### src/hdl/source_fsm_pkg.sv
// Purpose: Shared constants, types and lookups for the reverse-power output controller.
// Assumes: 250 MHz system clock; register index times four gives the byte address.
// Notes:   Millisecond timers count a 1 ms tick built from the system clock.
package source_fsm_pkg;

  // ----------------------------------------------------------------
  // Register indices and field positions
  // ----------------------------------------------------------------
  localparam int           ADDR_W           = 8;
  localparam logic [5:0]   IDX_WDOG         = 6'h00;
  localparam logic [5:0]   IDX_MODE         = 6'h01;
  localparam logic [5:0]   IDX_OUTCFG       = 6'h0E;
  localparam logic [5:0]   IDX_ENCFG        = 6'h0F;
  localparam logic [5:0]   IDX_MASK         = 6'h10;
  localparam logic [5:0]   IDX_STATUS       = 6'h11;
  localparam int           WDOG_RESTART_BIT = 0;
  localparam int           WDOG_PER_LSB     = 1;
  localparam int           MODE_HIZ_BIT     = 0;
  localparam int           MODE_OC16_BIT    = 1;
  localparam int           OUTCFG_SS_BIT    = 0;
  localparam int           OUTCFG_LL_LSB    = 1;
  localparam int           ENCFG_DLY_LSB    = 0;
  localparam int           ENCFG_EN_BIT     = 2;
  localparam int           MASK_REGFLT_BIT  = 1;
  localparam logic [7:0]   RST_BYTE         = 8'h00;
  localparam logic [1:0]   RESP_OKAY        = 2'b00;
  localparam logic [1:0]   RESP_SLVERR      = 2'b10;

  // ----------------------------------------------------------------
  // Times and counts
  // ----------------------------------------------------------------
  localparam int           CLK_MHZ          = 250;
  localparam int           TICK_US          = 1000;
  localparam int           TICK_CYCLES      = TICK_US * CLK_MHZ;
  localparam logic [17:0]  REGFLT_HOLD_MS   = 18'h0_0064;
  localparam logic [17:0]  HICCUP_MS        = 18'h0_0BB8;
  localparam logic [17:0]  SS_FAST_MS       = 18'h0_0002;
  localparam logic [17:0]  SS_SLOW_MS       = 18'h0_0008;
  localparam logic [4:0]   OC_CYCLES_LOW    = 5'h08;
  localparam logic [4:0]   OC_CYCLES_HIGH   = 5'h10;

  typedef enum logic [2:0] {
    source_reset_wait_state     = 3'b000,
    source_soft_start_state     = 3'b001,
    source_regulation_state     = 3'b011,
    source_light_load_off_state = 3'b010,
    source_hiccup_state         = 3'b110
  } state_e;

  // ----------------------------------------------------------------
  // Lookups
  // ----------------------------------------------------------------
  function automatic logic [17:0] enable_delay_ms(input logic [1:0] sel);
    case (sel)
      2'h0:    enable_delay_ms = 18'h0_0001;
      2'h1:    enable_delay_ms = 18'h0_0004;
      2'h2:    enable_delay_ms = 18'h0_0010;
      default: enable_delay_ms = 18'h0_0040;
    endcase
  endfunction

  function automatic logic [17:0] light_load_ms(input logic [1:0] sel);
    case (sel)
      2'h0:    light_load_ms = 18'h0_03E8;
      2'h1:    light_load_ms = 18'h0_1388;
      2'h2:    light_load_ms = 18'h0_2710;
      default: light_load_ms = 18'h0_4E20;
    endcase
  endfunction

  function automatic logic [17:0] watchdog_ms(input logic [1:0] sel);
    case (sel)
      2'h1:    watchdog_ms = 18'h0_9C40;
      2'h2:    watchdog_ms = 18'h1_3880;
      default: watchdog_ms = 18'h2_7100;
    endcase
  endfunction

endpackage

### src/hdl/source_output_ctrl.sv
// Purpose: Reverse-power output sequencer with fault qualification and AXI4-Lite registers.
// Assumes: All status inputs are synchronous to CLK_I; comparators live in the analog part.
// Notes:   Timers restart on every state entry, so their first tick may come early by < 1 ms.
`timescale 1ns/100ps
`default_nettype none

// Functional notes
// Each session starts in reset/wait with converter off until blocking faults clear.
// With faults clear, run selectable enable delay, then enter soft start.
// Battery below cutoff level blocks start; clears when battery rises above it.
// Regulator fault plus 100 ms hold blocks start unless the mask bit is set.
// Thermistor hot or cold blocks start; clears when temperature is back in range.
// Expired enabled watchdog blocks; host clears it by writing restart bit.
// Writing zero watchdog period also clears the watchdog fault.
// In reset/wait both charging safety timers are held at their count.
// 8 or 16 overcurrent cycles latch a fault, cleared only on mode exit.
// Battery overvoltage blocks while above threshold, clears when below.
// Die overtemperature holds until cooled by hysteresis; no mask or clear.
// Soft start enables converter for a time chosen by a configuration bit.
// Any fault during soft start returns to reset with converter off.
// Soft start done with output in regulation moves to regulation.
// Major fault in regulation returns to reset and turns converter off.
// Output below 3.0 V in regulation enters hiccup.
// Light load beyond selected timeout enters light-load off, switching stops.
// Light-load off entered only in buck topology.
// Light-load off left only when output mode is exited.
// Hiccup keeps converter off 3 s then returns to reset.
// Output mode needs active-low enable pin and the enable configuration bit.
// Millisecond timers count an internal tick and restart on state entry.
module source_output_ctrl
  import source_fsm_pkg::*;
#(
  parameter int TICK_CYC = TICK_CYCLES
) (
  // Clock and reset
  input  wire logic              CLK_I,
  input  wire logic              RESET_N_I,
  // AXI4-Lite write channels
  input  wire logic              S_AXI_AWVALID_I,
  output logic                   S_AXI_AWREADY_O,
  input  wire logic [ADDR_W-1:0] S_AXI_AWADDR_I,
  input  wire logic              S_AXI_WVALID_I,
  output logic                   S_AXI_WREADY_O,
  input  wire logic [31:0]       S_AXI_WDATA_I,
  input  wire logic [3:0]        S_AXI_WSTRB_I,
  output logic                   S_AXI_BVALID_O,
  input  wire logic              S_AXI_BREADY_I,
  output logic [1:0]             S_AXI_BRESP_O,
  // AXI4-Lite read channels
  input  wire logic              S_AXI_ARVALID_I,
  output logic                   S_AXI_ARREADY_O,
  input  wire logic [ADDR_W-1:0] S_AXI_ARADDR_I,
  output logic                   S_AXI_RVALID_O,
  input  wire logic              S_AXI_RREADY_I,
  output logic [31:0]            S_AXI_RDATA_O,
  output logic [1:0]             S_AXI_RRESP_O,
  // Enable pin and analog status
  input  wire logic              SOURCE_ENABLE_PIN_N_I,
  input  wire logic              BATTERY_BELOW_CUTOFF_I,
  input  wire logic              AUX_REGULATOR_FAULT_I,
  input  wire logic              THERMISTOR_HOT_I,
  input  wire logic              THERMISTOR_COLD_I,
  input  wire logic              BATTERY_OVERVOLTAGE_I,
  input  wire logic              DIE_ABOVE_SHUTDOWN_I,
  input  wire logic              DIE_COOLED_I,
  input  wire logic              SWITCH_CYCLE_END_I,
  input  wire logic              SWITCH_CYCLE_OVERCURRENT_I,
  input  wire logic              OUTPUT_IN_REGULATION_I,
  input  wire logic              OUTPUT_UNDERVOLTAGE_I,
  input  wire logic              LIGHT_LOAD_I,
  input  wire logic              TOPOLOGY_BUCK_I,
  // Converter control
  output logic                   CONVERTER_EN_O,
  output logic                   SOFT_START_TIME_SEL_O,
  output logic                   SAFETY_TIMER_HOLD_O,
  output logic [2:0]             STATE_O
);

  // ----------------------------------------------------------------
  // Reset synchroniser and millisecond tick
  // ----------------------------------------------------------------
  logic        rst_meta_reg;
  logic        rst_n;
  logic [17:0] tick_cnt_reg;
  logic        tick;

  always_ff @(posedge CLK_I or negedge RESET_N_I) begin
    if (!RESET_N_I) begin
      rst_meta_reg <= 1'b0;
      rst_n        <= 1'b0;
    end else begin
      rst_meta_reg <= 1'b1;
      rst_n        <= rst_meta_reg;
    end
  end

  assign tick = (tick_cnt_reg == 18'(TICK_CYC - 1));

  always_ff @(posedge CLK_I or negedge rst_n) begin
    if (!rst_n) begin
      tick_cnt_reg <= 18'h0_0000;
    end else begin
      tick_cnt_reg <= tick ? 18'h0_0000 : tick_cnt_reg + 18'h0_0001;
    end
  end

  // ----------------------------------------------------------------
  // Registers and AXI4-Lite slave
  // ----------------------------------------------------------------
  logic [1:0]  wdog_per_reg;
  logic        wdog_restart;
  logic        hiz_reg;
  logic        oc16_reg;
  logic        ss_sel_reg;
  logic [1:0]  ll_sel_reg;
  logic [1:0]  dly_sel_reg;
  logic        en_cfg_reg;
  logic        regflt_mask_reg;
  logic        aw_held_reg;
  logic        w_held_reg;
  logic [5:0]  aw_idx_reg;
  logic [7:0]  wbyte_reg;
  logic        wlane_reg;
  logic        do_write;
  logic [7:0]  status_byte;
  logic [7:0]  rd_byte;
  logic        rd_hit;
  state_e      state_reg;
  state_e      state_next;
  logic [7:0]  fault_vec;

  assign S_AXI_AWREADY_O = !aw_held_reg;
  assign S_AXI_WREADY_O  = !w_held_reg;
  assign S_AXI_ARREADY_O = !S_AXI_RVALID_O;
  assign do_write        = aw_held_reg && w_held_reg && !S_AXI_BVALID_O;
  assign wdog_restart    = do_write && wlane_reg && (aw_idx_reg == IDX_WDOG)
                           && wbyte_reg[WDOG_RESTART_BIT];

  always_ff @(posedge CLK_I or negedge rst_n) begin
    if (!rst_n) begin
      aw_held_reg    <= 1'b0;
      w_held_reg     <= 1'b0;
      aw_idx_reg     <= 6'h00;
      wbyte_reg      <= RST_BYTE;
      wlane_reg      <= 1'b0;
      S_AXI_BVALID_O <= 1'b0;
      S_AXI_BRESP_O  <= RESP_OKAY;
    end else begin
      if (S_AXI_AWVALID_I && !aw_held_reg) begin
        aw_held_reg <= 1'b1;
        aw_idx_reg  <= S_AXI_AWADDR_I[7:2];
      end
      if (S_AXI_WVALID_I && !w_held_reg) begin
        w_held_reg <= 1'b1;
        wbyte_reg  <= S_AXI_WDATA_I[7:0];
        wlane_reg  <= S_AXI_WSTRB_I[0];
      end
      if (do_write) begin
        S_AXI_BVALID_O <= 1'b1;
        S_AXI_BRESP_O  <= (aw_idx_reg == IDX_WDOG || aw_idx_reg == IDX_MODE
                           || aw_idx_reg == IDX_OUTCFG || aw_idx_reg == IDX_ENCFG
                           || aw_idx_reg == IDX_MASK) ? RESP_OKAY : RESP_SLVERR;
      end else if (S_AXI_BVALID_O && S_AXI_BREADY_I) begin
        S_AXI_BVALID_O <= 1'b0;
        aw_held_reg    <= 1'b0;
        w_held_reg     <= 1'b0;
      end
    end
  end

  always_ff @(posedge CLK_I or negedge rst_n) begin
    if (!rst_n) begin
      wdog_per_reg    <= 2'b00;
      hiz_reg         <= 1'b0;
      oc16_reg        <= 1'b0;
      ss_sel_reg      <= 1'b0;
      ll_sel_reg      <= 2'b00;
      dly_sel_reg     <= 2'b00;
      en_cfg_reg      <= 1'b0;
      regflt_mask_reg <= 1'b0;
    end else if (do_write && wlane_reg) begin
      case (aw_idx_reg)
        IDX_WDOG: begin
          wdog_per_reg <= wbyte_reg[WDOG_PER_LSB +: 2];
        end
        IDX_MODE: begin
          hiz_reg  <= wbyte_reg[MODE_HIZ_BIT];
          oc16_reg <= wbyte_reg[MODE_OC16_BIT];
        end
        IDX_OUTCFG: begin
          ss_sel_reg <= wbyte_reg[OUTCFG_SS_BIT];
          ll_sel_reg <= wbyte_reg[OUTCFG_LL_LSB +: 2];
        end
        IDX_ENCFG: begin
          dly_sel_reg <= wbyte_reg[ENCFG_DLY_LSB +: 2];
          en_cfg_reg  <= wbyte_reg[ENCFG_EN_BIT];
        end
        IDX_MASK: begin
          regflt_mask_reg <= wbyte_reg[MASK_REGFLT_BIT];
        end
        default: begin
        end
      endcase
    end
  end

  assign status_byte = {5'h00, state_reg};

  always_comb begin
    rd_hit  = 1'b1;
    rd_byte = RST_BYTE;
    case (S_AXI_ARADDR_I[7:2])
      IDX_WDOG:   rd_byte = {5'h00, wdog_per_reg, 1'b0};
      IDX_MODE:   rd_byte = {6'h00, oc16_reg, hiz_reg};
      IDX_OUTCFG: rd_byte = {5'h00, ll_sel_reg, ss_sel_reg};
      IDX_ENCFG:  rd_byte = {5'h00, en_cfg_reg, dly_sel_reg};
      IDX_MASK:   rd_byte = {6'h00, regflt_mask_reg, 1'b0};
      IDX_STATUS: rd_byte = status_byte;
      default:    rd_hit  = 1'b0;
    endcase
  end

  // The fault vector sits in byte 1 of the status word.
  always_ff @(posedge CLK_I or negedge rst_n) begin
    if (!rst_n) begin
      S_AXI_RVALID_O <= 1'b0;
      S_AXI_RDATA_O  <= 32'h0000_0000;
      S_AXI_RRESP_O  <= RESP_OKAY;
    end else if (S_AXI_ARVALID_I && !S_AXI_RVALID_O) begin
      S_AXI_RVALID_O <= 1'b1;
      S_AXI_RDATA_O  <= {16'h0000,
                         (S_AXI_ARADDR_I[7:2] == IDX_STATUS) ? fault_vec : 8'h00, rd_byte};
      S_AXI_RRESP_O  <= rd_hit ? RESP_OKAY : RESP_SLVERR;
    end else if (S_AXI_RVALID_O && S_AXI_RREADY_I) begin
      S_AXI_RVALID_O <= 1'b0;
    end
  end

  // ----------------------------------------------------------------
  // Fault qualification
  // ----------------------------------------------------------------
  logic        mode_active;
  logic [17:0] regflt_hold_reg;
  logic        regflt;
  logic [17:0] wdog_cnt_reg;
  logic        wdog_fault_reg;
  logic [4:0]  oc_run_reg;
  logic        oc_fault_reg;
  logic        die_fault_reg;
  logic        blocking;

  assign mode_active = en_cfg_reg && !SOURCE_ENABLE_PIN_N_I && !hiz_reg;
  assign regflt      = AUX_REGULATOR_FAULT_I || (regflt_hold_reg < REGFLT_HOLD_MS);

  // The regulator fault is held for its timeout after the raw fault drops.
  always_ff @(posedge CLK_I or negedge rst_n) begin
    if (!rst_n) begin
      regflt_hold_reg <= REGFLT_HOLD_MS;
    end else if (AUX_REGULATOR_FAULT_I) begin
      regflt_hold_reg <= 18'h0_0000;
    end else if (tick && regflt_hold_reg < REGFLT_HOLD_MS) begin
      regflt_hold_reg <= regflt_hold_reg + 18'h0_0001;
    end
  end

  // Expiry outranks restart so that a timeout in the restart cycle is not lost.
  always_ff @(posedge CLK_I or negedge rst_n) begin
    if (!rst_n) begin
      wdog_cnt_reg   <= 18'h0_0000;
      wdog_fault_reg <= 1'b0;
    end else if (wdog_per_reg == 2'b00) begin
      wdog_cnt_reg   <= 18'h0_0000;
      wdog_fault_reg <= 1'b0;
    end else if (tick && wdog_cnt_reg + 18'h0_0001 >= watchdog_ms(wdog_per_reg)) begin
      wdog_cnt_reg   <= 18'h0_0000;
      wdog_fault_reg <= 1'b1;
    end else if (wdog_restart) begin
      wdog_cnt_reg   <= 18'h0_0000;
      wdog_fault_reg <= 1'b0;
    end else if (tick) begin
      wdog_cnt_reg   <= wdog_cnt_reg + 18'h0_0001;
    end
  end

  always_ff @(posedge CLK_I or negedge rst_n) begin
    if (!rst_n) begin
      oc_run_reg   <= 5'h00;
      oc_fault_reg <= 1'b0;
    end else begin
      if (SWITCH_CYCLE_END_I) begin
        oc_run_reg <= SWITCH_CYCLE_OVERCURRENT_I ? oc_run_reg + 5'h01 : 5'h00;
      end
      if (SWITCH_CYCLE_END_I && SWITCH_CYCLE_OVERCURRENT_I
          && oc_run_reg + 5'h01 >= (oc16_reg ? OC_CYCLES_HIGH : OC_CYCLES_LOW)) begin
        oc_fault_reg <= 1'b1;
        oc_run_reg   <= 5'h00;
      end else if (!mode_active) begin
        oc_fault_reg <= 1'b0;
      end
    end
  end

  always_ff @(posedge CLK_I or negedge rst_n) begin
    if (!rst_n) begin
      die_fault_reg <= 1'b0;
    end else if (DIE_ABOVE_SHUTDOWN_I) begin
      die_fault_reg <= 1'b1;
    end else if (DIE_COOLED_I) begin
      die_fault_reg <= 1'b0;
    end
  end

  assign fault_vec = {BATTERY_BELOW_CUTOFF_I, regflt, THERMISTOR_HOT_I, THERMISTOR_COLD_I,
                      wdog_fault_reg, oc_fault_reg, BATTERY_OVERVOLTAGE_I, die_fault_reg};
  assign blocking  = BATTERY_BELOW_CUTOFF_I
                     || (regflt && !regflt_mask_reg)
                     || THERMISTOR_HOT_I || THERMISTOR_COLD_I
                     || wdog_fault_reg || oc_fault_reg
                     || BATTERY_OVERVOLTAGE_I
                     || die_fault_reg;

  // ----------------------------------------------------------------
  // Sequencer
  // ----------------------------------------------------------------
  logic [17:0] timer_ms_reg;
  logic [17:0] ll_ms_reg;
  logic        timer_restart;

  always_comb begin
    state_next = state_reg;
    case (state_reg)
      source_reset_wait_state: begin
        if (mode_active && !blocking && timer_ms_reg >= enable_delay_ms(dly_sel_reg)) begin
          state_next = source_soft_start_state;
        end
      end
      source_soft_start_state: begin
        if (blocking || !mode_active) begin
          state_next = source_reset_wait_state;
        end else if (timer_ms_reg >= (ss_sel_reg ? SS_SLOW_MS : SS_FAST_MS)
                     && OUTPUT_IN_REGULATION_I) begin
          state_next = source_regulation_state;
        end
      end
      source_regulation_state: begin
        if (blocking || !mode_active) begin
          state_next = source_reset_wait_state;
        end else if (OUTPUT_UNDERVOLTAGE_I) begin
          state_next = source_hiccup_state;
        end else if (TOPOLOGY_BUCK_I && LIGHT_LOAD_I
                     && ll_ms_reg >= light_load_ms(ll_sel_reg)) begin
          // The live topology is checked too, as the counter clears one cycle late.
          state_next = source_light_load_off_state;
        end
      end
      source_light_load_off_state: begin
        if (!mode_active) begin
          state_next = source_reset_wait_state;
        end
      end
      source_hiccup_state: begin
        if (timer_ms_reg >= HICCUP_MS) begin
          state_next = source_reset_wait_state;
        end
      end
      default: state_next = source_reset_wait_state;
    endcase
  end

  assign timer_restart = (state_next != state_reg)
                         || (state_reg == source_reset_wait_state && (blocking || !mode_active));

  always_ff @(posedge CLK_I or negedge rst_n) begin
    if (!rst_n) begin
      state_reg <= source_reset_wait_state;
    end else begin
      state_reg <= state_next;
    end
  end

  always_ff @(posedge CLK_I or negedge rst_n) begin
    if (!rst_n) begin
      timer_ms_reg <= 18'h0_0000;
    end else if (timer_restart) begin
      timer_ms_reg <= 18'h0_0000;
    end else if (tick && timer_ms_reg != 18'h3_FFFF) begin
      timer_ms_reg <= timer_ms_reg + 18'h0_0001;
    end
  end

  // Light load only counts in buck topology, so other topologies never time out.
  always_ff @(posedge CLK_I or negedge rst_n) begin
    if (!rst_n) begin
      ll_ms_reg <= 18'h0_0000;
    end else if (state_reg != source_regulation_state || !LIGHT_LOAD_I || !TOPOLOGY_BUCK_I) begin
      ll_ms_reg <= 18'h0_0000;
    end else if (tick && ll_ms_reg != 18'h3_FFFF) begin
      ll_ms_reg <= ll_ms_reg + 18'h0_0001;
    end
  end

  always_ff @(posedge CLK_I or negedge rst_n) begin
    if (!rst_n) begin
      CONVERTER_EN_O        <= 1'b0;
      SOFT_START_TIME_SEL_O <= 1'b0;
      SAFETY_TIMER_HOLD_O   <= 1'b1;
      STATE_O               <= 3'b000;
    end else begin
      CONVERTER_EN_O        <= (state_next == source_soft_start_state)
                               || (state_next == source_regulation_state);
      SOFT_START_TIME_SEL_O <= ss_sel_reg;
      SAFETY_TIMER_HOLD_O   <= (state_next == source_reset_wait_state);
      STATE_O               <= state_next;
    end
  end
endmodule

`default_nettype wire

### config.mk
export PLATFORM = sky130hd
export DESIGN_NAME = source_output_ctrl
export DESIGN_NICKNAME = d
export VERILOG_FILES = /design/src/hdl/source_fsm_pkg.sv /design/src/hdl/source_output_ctrl.sv
export SDC_FILE = /design/constraint.sdc
export NUM_CORES = 1
export LEC_CHECK = 0
export BUFFER_PORTS_ARGS = -buffer_cell sky130_fd_sc_hd__buf_4
export CAP_MARGIN = 15
export CORE_UTILIZATION = 25
export DETAILED_ROUTE_END_ITERATION = 8
export GPL_TIMING_DRIVEN = 0
export MAX_ROUTING_LAYER = met4
export SLEW_MARGIN = 20
export SYNTH_ARGS = -nofsm -noshare
export SYNTH_HDL_FRONTEND = slang
export SYNTH_SLANG_ARGS = --single-unit
### constraint.sdc
create_clock -name CLK_I -period 5.4 [get_ports CLK_I]
set_clock_uncertainty 0.15 [all_clocks]
set_input_delay 0.27 -clock CLK_I [delete_from_list [all_inputs] [get_ports CLK_I]]
set_output_delay 0.27 -clock CLK_I [all_outputs]
set_load 0.03 [all_outputs]
# [Yosys cells after proc, flatten, opt, wreduce, memory -nomap -nowiden]
# Index checks and enable logic that the tools add are counted.
[word_totals] register_bits=151 output_inout_bits=47 word_cells=203
[classes] add_sub_neg=6 n_lt_le_gt_ge=7 n_eq_ne=27 muxes=55 reduce_logical=75
[op_table] operator="18-bit 2-to-1 mux" count=16
[op_table] operator="18-bit by 1-bit adder with 18-bit output (second input constant)" count=5
[op_table] operator="18-bit >= comparator" count=3
[op_table] operator="15-bit case mux with 3 select lines" count=1
[op_table] operator="18-bit inequality test (second input constant)" count=2
[op_table] operator="18-bit case mux with 2 select lines" count=1
[op_table] operator="1-bit logical AND" count=25
[op_table] operator="6-bit by 4-bit equality test with 1-bit output (second input constant)" count=4
[op_table] operator="3-bit 2-to-1 mux" count=8
[op_table] operator="7-bit case mux with 3 select lines" count=1
[op_table] operator="5-bit 2-to-1 mux" count=4
[op_table] operator="18-bit equality test (second input constant)" count=1
[op_table] operator="6-bit by 5-bit equality test with 1-bit output (second input constant)" count=3
[op_table] operator="18-bit by 12-bit >= comparator with 1-bit output (second input constant)" count=1
[op_table] operator="18-bit by 4-bit >= comparator with 1-bit output" count=1
[op_table] operator="18-bit by 7-bit < comparator with 1-bit output (second input constant)" count=1
[op_table] operator="1-bit 2-to-1 mux" count=18
[op_table] operator="3-bit case mux with 6 select lines" count=1
[op_table] operator="1-bit logical OR" count=17
[op_table] operator="3-bit case mux with 5 select lines" count=1
[op_table] operator="2-bit nonzero test" count=7
[op_table] operator="6-bit by 1-bit equality test with 1-bit output (second input constant)" count=2
[op_table] operator="6-bit zero test" count=2
[op_table] operator="1-bit zero test" count=11
[op_table] operator="19 further kinds" count=34

# [Logic depth before layout (Yosys ltp)]
# Gate-level depths: netlist of the first run.
[depth] word_depth=22 depth_mapped=14

# [Worst setup path before layout of the first run]
# Ideal clock, no wire load.
[synth_path] path_kind="register to register" from="register wdog_cnt_reg[4]" to="register wdog_cnt_reg[11]" setup_ps=67 arrival_time_ps=3013 path_slack_ps=2170 stages_incl_launch_ff=14 path_cell_list="dfrtp_1 > clkbuf_1 > and4_1 > nand3_1 > or2_2 > and2_1 > or2_2 > ha_1 > nor3_1 > nand2_1 > a311oi_2 > clkbuf_1 > o221ai_1 > nand2_1"
[synth_via] elab_chain_len=5
[synth_lines] element="start: declaration" line_no="source_output_ctrl.sv:245" source="logic [17:0] wdog_cnt_reg;"
[synth_lines] element="start signal: assignment" line_no="source_output_ctrl.sv:281" source="wdog_cnt_reg <= wdog_cnt_reg + 18'h0_0001;"
[synth_lines] element="18-bit by 1-bit adder with 18-bit output *" line_no="source_output_ctrl.sv:274, source_output_ctrl.sv:281"
[synth_lines] element="18-bit >= comparator / 18-bit 2-to-1 mux (equally long branches)" line_no="source_output_ctrl.sv:274, source_output_ctrl.sv:280"
[synth_lines] element="1-bit logical AND / 18-bit 2-to-1 mux (equally long branches)" line_no="source_output_ctrl.sv:274, source_output_ctrl.sv:277"
[synth_lines] element="18-bit 2-to-1 mux" line_no="source_output_ctrl.sv:274" source="end else if (tick && wdog_cnt_reg + 18'h0_0001 >= watchdog_ms(wdog_per_reg)) begin"
[synth_lines] element="18-bit 2-to-1 mux" line_no="source_output_ctrl.sv:271" source="end else if (wdog_per_reg == 2'b00) begin"
# Every way passes the cells marked *; elsewhere a longest branch is shown, timed or not. The select of a mux whose other input is x is not followed.
# A chain may end at the register's enable or synchronous reset.

# [Final worst setup path of the first run]
[layout_path] from="register wdog_cnt_reg[4]" to="register wdog_cnt_reg[13]"
# The elaborated chain is that of the path after synthesis.

==> results of run 1 <==
==> stage by stage <==
stage	instance area [um^2]	hold slack, ns	TNS [ns]	utilization
final	10190	0.08162	0	0.3196
after global routing	10190	0.09931	0	0.3196
after CTS	10180	0.07329	0	0.3194
after detailed placement	9336	-0.09387	0	0.2929
after global placement	9259	-0.09670	-128.95	0.2904
after floorplan	8264	-0.1756	0	-
==> where the power goes <==
part,switching (uW),leakage (uW),internal [uW]
Sequential,119,0.00192,1180
Clock,504,0.000297,696
Combinational,436,0.00217,293
==> what timing repair did <==
item / CTS / global route
endpoints found under the hold margin: 27 / 0
hold buffers: 25 / 0
setup buffers: 0 / 0
endpoints found under the setup margin: 0 / 0
==> cell type report <==
| cell class | instances | area share |
|---|---|---|
| multi-input cells | 660 | 0.4164 |
| flip-flops and latches | 144 | 0.3545 |
| repair buffers | 88 | 0.07539 |
| well taps | 435 | 0.05341 |
| clock buffers | 17 | 0.04175 |
| plain buffers | 43 | 0.02517 |
| clock inverters | 15 | 0.01682 |
| inverters | 45 | 0.01658 |
==> cells in the mapped netlist, drive strengths merged, types with 8 or more instances <==
cell type | instances | area share
a21oi | 25 | 0.015
and2 | 9 | 0.0069
and3 | 10 | 0.0076
buf | 25 | 0.023
clkbuf | 18 | 0.0083
dfrtp | 140 | 0.43
ha | 46 | 0.070
inv | 45 | 0.021
mux2 | 19 | 0.026
nand2 | 100 | 0.046
nand2b | 8 | 0.0061
nand3 | 40 | 0.024
nand4 | 27 | 0.021
nor2 | 81 | 0.037
nor2b | 19 | 0.015
nor3 | 23 | 0.014
nor4 | 18 | 0.015
o21ai | 39 | 0.024
o221ai | 13 | 0.014
or2 | 11 | 0.0084
xnor2 | 34 | 0.036
xor2 | 24 | 0.026
==> worst max-delay path: cells and delay by family, from the launching register on <==
| family | cells | cell delay, ns |
|---|---|---|
| simple gates | 8 | 1.58 |
| flops | 1 | 0.32 |
| compound gates | 2 | 0.86 |
| buf+inv | 2 | 0.81 |
| fa+ha+maj | 1 | 0.20 |
==> metal layers <==
| metal | global-route usage | routed length [um] | part of all wire |
|---|---|---|---|
| met5 | - | 0 | 0 |
| met4 | 0.04400 | 325 | 0.016 |
| met3 | 0.01827 | 678 | 0.034 |
| met2 | 0.2015 | 9431 | 0.48 |
| met1 | 0.1609 | 9297 | 0.47 |
==> placed cells by master (no fill, tap or decap), types with 6 or more instances in the layout <==
cell and n:
inv_1 45, nand2b_1 8, clkbuf_1 18, buf_4 83
nor2_1 81, clkbuf_16 17, nand2_1 99, and3_1 10
mux2_2 19, inv_6 6, dfrtp_1 139, or2_2 11
xor2_1 24, nand3_1 40, a21oi_1 25, dlygate4sd3_1 25
nor3_1 22, ha_1 46, o31ai_1 6, conb_1 24
nor4_1 16, o211ai_1 6, nor3b_1 6, nor2b_1 19
nand4_1 27, and2_1 9, xnor2_1 34, o21ai_0 39
o221ai_1 13
==> worst paths after layout <==
kind                                        from               end  slack, ns  cells after the start
max                              wdog_cnt_reg[4]  wdog_cnt_reg[13]       1.42                     13
min                        SOURCE_ENABLE_PIN_N_I      oc_fault_reg       0.08                      4
max reg2reg                      wdog_cnt_reg[4]  wdog_cnt_reg[13]       1.42                     13
min reg2reg                                rst_n      ll_ms_reg[4]       0.09                      0
max in group asynchronous                  rst_n     aw_idx_reg[3]       4.24                      2
min in group asynchronous                  rst_n      ll_ms_reg[4]       0.09                      0
==> cells by family after synthesis <==
group | synth area share
adders and majority gates | 0.07035
muxes | 0.02982
DFF | 0.4410
other | 0.0009179
buffers and inverters | 0.05199
AOI/OAI and AO/OA | 0.1075
xor gates and xnor gates | 0.06209
and+or+nand+nor | 0.2363
==> flow_summary.ini, run 1 <==
[setup_path]
worstPathArrival_ns = 4.19
path_cells = clkbuf_1, and4_1, nand3_1, or2_2, and2_1, or2_2, ha_1, nor3_1, nand2_1, a311oi_2, clkbuf_1, o221ai_1, nand2_1
critPathKind = reg2reg
cp.required_ns = 5.61
cp-end-kind = flop
crit_slowest_cell = a311oi_2
start_kind = flop
slowest_delay_ns = 0.63
crit_fanout = 10

[placement]
post-dp-hpwl_mm = 14.74
io_buffers = 60
place_ws_ns = 1.482
gp_congestion = 0.8315
placed_cells = 1390

[cts]
cts_sinks = 144
clock-root-buffer = clkbuf_16
tritoncts = yes
path_clk_slew_ns = 0.07
clockBufferDepth = 2
cts_resized = 0
cts_max_level = 4
cts_inserted_buffers = 17
clk_latency_ns = 0.42

[floorplanning]
die_x_um = 182.9
die_y_um = 182.9
core_area_mm2 = 0.03188
core.rowCount = 65
fp.dieArea_mm2 = 0.03345
initial_core_util = 0.2566
boundaryPins = 120

[synthesis]
syn_inst = 870
synth_edf_count = 0
yosysWarnings = 0
syn_area_mm2 = 0.008182
avgSynthCellArea_um2 = 9.404
ys.flop_type = dfrtp_1
ys_types = 67
ys_seq_area_frac = 0.4410
synthArstFlopShare = 1.000
synth-seq-cells = 144

[sta]
slew_headroom = 0.3110
fin_crit_ns = 3.981
final_max_slew_viol_count = 0
period_share = 0.7373
setup_violations = 0
rsz0062_at_grt = no
final-hold-violation-count = 0
worst_pin_slew_ns = 1.031
timing.fmax_mhz = 251.2
setup_ws_ns = 1.419

[power]
ir_drop_uv = 235.7
leakagePower_uw = 0.004381
power_uw = 3227
p_per_area_mw_per_mm2 = 316.7

[global_routing]
grt_max_degree = 50
grt_first_pass_wirelength_mm = 32.81
grt_pass1_vias = 6423
grt_use_total = 0.1254
antenna_found_initial = 0
grt_overflow_total = 0

[drt]
post_drt_wl_per_cell_um = 13.64
via_per_inst = 4.616
drt_first_pass_iters = 5
antenna_left = 0
dr_total_vias = 6680
dr.first_iter.drc_count = 450
drc = 0
finalWirelength_mm = 19.73

[outcome]
status = finished clean

[layout]
nNetsFinal = 1118
diodes = 0
regArea_mm2 = 0.003612
finalNonFillerCells = 1447
fillers = 3368
multi_input_area_mm2 = 0.004243
drive_gt1_frac = 0.1680
synthToLayoutAreaGrowth_pct = 24.55

[worst_hold_path]
hp-class = in2reg

[flow_run]
maxCapViolations = 0
(Power assumes the default switching activity.)
==> run 2: changes to the inputs <==
==> constraint.sdc (replaced) <==
create_clock -name CLK_I -period 4.08 [get_ports CLK_I]
set_clock_uncertainty 0.15 [all_clocks]
set_input_delay 0.204 -clock CLK_I [delete_from_list [all_inputs] [get_ports CLK_I]]
set_output_delay 0.204 -clock CLK_I [all_outputs]
set_load 0.03 [all_outputs]
==> flow_summary.ini, run 2 (synthesized netlist as in run 1, its figures left out) <==
[layout]
synthToLayoutAreaGrowth_pct = 24.38
layout_commonest_cell = dfrtp_1
finalNonFillerCells = 1447
diodes = 0
final_cell_mix = dfrtp_1 (139), nand2_1 (99), buf_4 (83)
nNetsFinal = 1118
drive_gt1_frac = 0.1690

[drt]
post_drt_wl_per_cell_um = 13.80
via_per_inst = 4.595
drc = 0
dr_total_vias = 6649
wl_met1_mm = 9.259
top_layer = met4
dr.first_iter.drc_count = 471
finalWirelength_mm = 19.97
antenna_left = 0
routed-wl-met3_um = 644
drt_first_pass_iters = 5
met2WireLength_mm = 9.675

[cts]
cts_inserted_buffers = 17
tritoncts = yes
clk_latency_ns = 0.43
path_clk_slew_ns = 0.07
clock-root-buffer = clkbuf_16
postCtsSetupBuffers = 0
clockBufferDepth = 2
cts_max_level = 4
cts_sinks = 144

[setup_path]
critPathKind = reg2reg
start_kind = flop
regToRegEndpoint = wdog_cnt_reg[8]
cp.required_ns = 4.30
r2r_cells = 13
cp-end-kind = flop
rr_startpoint = wdog_cnt_reg[4]
worstPathArrival_ns = 3.98
crit_fanout = 10
reg2reg_slack_ns = 0.31

[placement]
placed_cells = 1389
post-dp-hpwl_mm = 14.82
place_ws_ns = 0.2167
gp_congestion = 0.8164
io_buffers = 60

[power]
p_sw_uw = 1438
p_per_area_mw_per_mm2 = 412.6
combinationalPowerShare = 0.230
ir_drop_uv = 305.4
leakagePower_uw = 0.004365
switching_share = 0.3426
intPower_uw = 2760
p_seq_frac = 0.409
clkPwrFrac = 0.361

[worst_hold_path]
whs_endpoint = oc_fault_reg
hp-class = in2reg
hp-start = SOURCE_ENABLE_PIN_N_I
holdPathStages = 4

[floorplanning]
core_area_mm2 = 0.03188
boundaryPins = 120
initial_core_util = 0.2566
core.rowCount = 65
fp.dieArea_mm2 = 0.03345
die_x_um = 182.9
die_y_um = 182.9

[sta]
final_max_slew_viol_count = 0
timing.fmax_mhz = 265.4
final-hold-violation-count = 0
fin_crit_ns = 3.768
setup_ws_ns = 0.3122
setup_violations = 0
period_share = 0.9235
slew_headroom = 0.3064
worst_pin_slew_ns = 1.032
tns_ns = 0

[global_routing]
grt_first_pass_wirelength_mm = 33.00
grt_pass1_vias = 6428
grt_use_total = 0.1278
grt_max_degree = 55
antenna_found_initial = 0
grt_overflow_total = 0

[flow_run]
maxCapViolations = 0

[outcome]
status = finished clean
run 2: power groups by stage:
stage	registers, uW	clock network (uW)	logic, uW
2_1_floorplan	1750	0	605
3_3_place_gp	1760	0	891
5_1_grt	1740	1600	1090
3_5_place_dp	1750	0	938
6_report	1720	1520	967
4_1_cts	1720	1550	971
run 2: layer usage:
layer / vias up / GRT usage
met3: 24 / 0.01747
met5: - / -
met1: 3195 / 0.1599
li1: 3295 / -
met2: 135 / 0.2076
met4: 0 / 0.05300
run 2: metrics by stage:
stage	utilization	instance area [um^2]	hold slack, ns	total power, uW
CTS	0.3187	10160	0.001507	4238
detailed placement	0.2927	9330	-0.1614	2684
global route	0.3192	10180	0.01138	4442
finish	0.3192	10180	0.01851	4198
floorplan	-	8265	-0.2416	2353
global placement	0.2905	9260	-0.1626	2650
run 2: area by class of cell:
cell class | count | area [um^2]
flip-flops and latches | 144 | 3612
clock inverters | 15 | 143.9
fillers | 3337 | 21700
repair buffers | 88 | 765.7
clock buffers | 17 | 425.4
multi-input cells | 660 | 4258
plain buffers | 43 | 257.7
inverters | 45 | 168.9
well taps | 435 | 544.3
run 2: worst max-delay path, stage by stage, from the launching register on:
cell and delay (ns):
dfrtp_1 0.32, clkbuf_1 0.31, and4_1 0.29, nand3_1 0.16, or2_2 0.32, and2_1 0.17, or2_2 0.31, ha_1 0.21
nor3_1 0.14, nand2_1 0.09, a311oi_2 0.61, clkbuf_2 0.36, o221ai_1 0.17, nand2_1 0.10
run 2: worst max-delay path by stage:
stage,cells after the start,slack [ns],endpoint,start
CTS,13,0.18,wdog_cnt_reg[9],wdog_cnt_reg[4]
floorplan,13,0.85,wdog_cnt_reg[11],wdog_cnt_reg[4]
global placement,13,0.23,wdog_cnt_reg[8],wdog_cnt_reg[4]
finish,13,0.31,wdog_cnt_reg[8],wdog_cnt_reg[4]
detailed placement,13,0.22,wdog_cnt_reg[8],wdog_cnt_reg[4]
global route,13,-0.004,wdog_cnt_reg[9],wdog_cnt_reg[4]
run 2: what timing repair did:
| action | 4_1_cts | 5_1_grt |
|---|---|---|
| endpoints found under the hold margin | 29 | 0 |
| hold buffers | 26 | 0 |
| setup endpoints to repair | 0 | 12 |
| gates resized for setup | 0 | 4 |
==> run 3: changes to the inputs <==
--- a/config.mk
+++ b/config.mk
@@ -11,6 +11,7 @@
 export DETAILED_ROUTE_END_ITERATION = 8
 export GPL_TIMING_DRIVEN = 0
 export MAX_ROUTING_LAYER = met4
+export RECOVER_POWER = 100
 export SLEW_MARGIN = 20
 export SYNTH_ARGS = -nofsm -noshare
 export SYNTH_HDL_FRONTEND = slang
==> flow_summary.ini, run 3 (synthesized netlist as in run 1, its figures left out) <==
[power]
p_seq_frac = 0.412
p_per_area_mw_per_mm2 = 415.8
intPower_uw = 2727
combinationalPowerShare = 0.225
ir_drop_uv = 311.1
clkPwrFrac = 0.364
leakagePower_uw = 0.004244
power_uw = 4165
p_sw_uw = 1438
switching_share = 0.3453

[sta]
timing.fmax_mhz = 264.9
setup_violations = 0
fin_crit_ns = 3.775
period_share = 0.9252
slew_headroom = -0.1865
final-hold-violation-count = 0
worst_pin_slew_ns = 1.780
tns_ns = 0
setup_ws_ns = 0.3054
final_max_slew_viol_count = 45

[layout]
synthToLayoutAreaGrowth_pct = 22.43
diodes = 0
regArea_mm2 = 0.003608
final_cell_mix = dfrtp_1 (140), nand2_1 (99), nor2_1 (81)
nNetsFinal = 1118
multi_input_area_mm2 = 0.004245
layout_commonest_cell = dfrtp_1
drive_gt1_frac = 0.1393
fillers = 3369

[floorplanning]
core_area_mm2 = 0.03188
die_x_um = 182.9
boundaryPins = 120
core.rowCount = 65
initial_core_util = 0.2566
die_y_um = 182.9
fp.dieArea_mm2 = 0.03345

[drt]
via_per_inst = 4.602
finalWirelength_mm = 19.98
drc = 0
antenna_left = 0
post_drt_wl_per_cell_um = 13.80
drt_first_pass_iters = 5
dr_total_vias = 6659
dr.first_iter.drc_count = 451

[placement]
gp_congestion = 0.8164
place_ws_ns = 0.2167
io_buffers = 60
post-dp-hpwl_mm = 14.82

[setup_path]
rr_startpoint = wdog_cnt_reg[4]
cp.required_ns = 4.30
path_cells = clkbuf_1, and4_1, nand3_1, or2_2, and2_1, or2_2, ha_1, nor3_1, nand2_1, a311oi_2, clkbuf_2, o221ai_1, nand2_1
critPathKind = reg2reg
reg2reg_slack_ns = 0.31
worstPathArrival_ns = 4.00
r2r_cells = 13
start_kind = flop
critPathBufInv = 2
crit_family = simple AND/OR/NAND/NOR gates
crit_slowest_cell = a311oi_2
cp-end-kind = flop
regToRegEndpoint = wdog_cnt_reg[8]
slowest_delay_ns = 0.61
crit_fanout = 10

[outcome]
violations = max-capacitance violations, max-slew violations
status = complete, but fails checks

[cts]
clock-root-buffer = clkbuf_16
clockBufferDepth = 2
path_clk_slew_ns = 0.07
cts_sinks = 144
clk_latency_ns = 0.44
cts_inserted_buffers = 17
cts_max_level = 4
tritoncts = yes

[worst_hold_path]
hp-start = SOURCE_ENABLE_PIN_N_I
whs_endpoint = oc_fault_reg
holdPathStages = 4
hp-class = in2reg

[global_routing]
gr-usage-met1 = 0.1599
grt_overflow_total = 0
grt_first_pass_wirelength_mm = 33.00
busiest_layer = met2
antenna_found_initial = 0
grt_max_degree = 55
use_met2 = 0.2076
grt_use_total = 0.1278
grt_pass1_vias = 6428
grtUsageMet3 = 0.01747

[flow_run]
maxCapViolations = 1
==> run 3: cell types whose count changed in the layout (fill, tap and decap cells not counted), moves of 2 or more <==
cell | before | now
clkbuf_1 | 17 | 43
clkbuf_4 | 0 | 2
buf_16 | 2 | 0
buf_4 | 83 | 55
clkbuf_2 | 1 | 4
==> run 3: worst max-delay path by stage <==
stage | start | end | cells after the start
floorplan | wdog_cnt_reg[4] | wdog_cnt_reg[11] | 13
global placement | wdog_cnt_reg[4] | wdog_cnt_reg[8] | 13
detailed placement | wdog_cnt_reg[4] | wdog_cnt_reg[8] | 13
CTS | wdog_cnt_reg[4] | wdog_cnt_reg[9] | 13
global route | wdog_cnt_reg[4] | wdog_cnt_reg[9] | 13
finish | wdog_cnt_reg[4] | wdog_cnt_reg[8] | 13
==> run 3: through the flow <==
stage               std cells  instance area [um^2]    util  hold slack (ns)
finish                   1447                 10020  0.3142         0.006637
global route             1447                 10020  0.3142          0.01138
CTS                      1447                 10160  0.3187         0.001507
detailed placement       1389                  9330  0.2927          -0.1614
global placement         1387                  9260  0.2905          -0.1626
floorplan                 892                  8265       -          -0.2416
==> run 3: what timing repair did <==
| action | 4_1_cts | 5_1_grt |
|---|---|---|
| hold buffers | 26 | 0 |
| endpoints found under the setup margin | 0 | 12 |
| gates resized for setup | 0 | 4 |
| setup buffers | 0 | 0 |
| endpoints found under the hold margin | 29 | 0 |
==> run 3: power by group through the flow <==
stage               Combinational (uW)  Clock (uW)  Sequential, uW
detailed placement                 938           0            1750
floorplan                          605           0            1750
global placement                   891           0            1760
finish                             936        1520            1710
global route                      1060        1600            1740
CTS                                971        1550            1720
==> run 3: worst reg2reg max path, stage by stage, from the launching register on <==
cell,delay (ns)
dfrtp_1,0.32
clkbuf_1,0.31
and4_1,0.29
nand3_1,0.16
or2_2,0.32
and2_1,0.17
or2_2,0.31
ha_1,0.21
nor3_1,0.14
nand2_1,0.09
a311oi_2,0.61
clkbuf_2,0.36
o221ai_1,0.17
nand2_1,0.10
==> run 3: area by class of cell <==
cell class | instances | area share
buffer | 43 | 0.02573
clock buffer | 17 | 0.04247
clock inverter | 15 | 0.01436
inverter | 45 | 0.01686
multi-input combinational | 660 | 0.4238
sequential | 144 | 0.3602
tap | 435 | 0.05433
timing repair buffer | 88 | 0.06220
==> run 3: layer usage <==
layer	routed length, um	part of all wire
met1	9303	0.47
met2	9683	0.48
met3	571	0.029
met5	0	0
met4	416	0.021
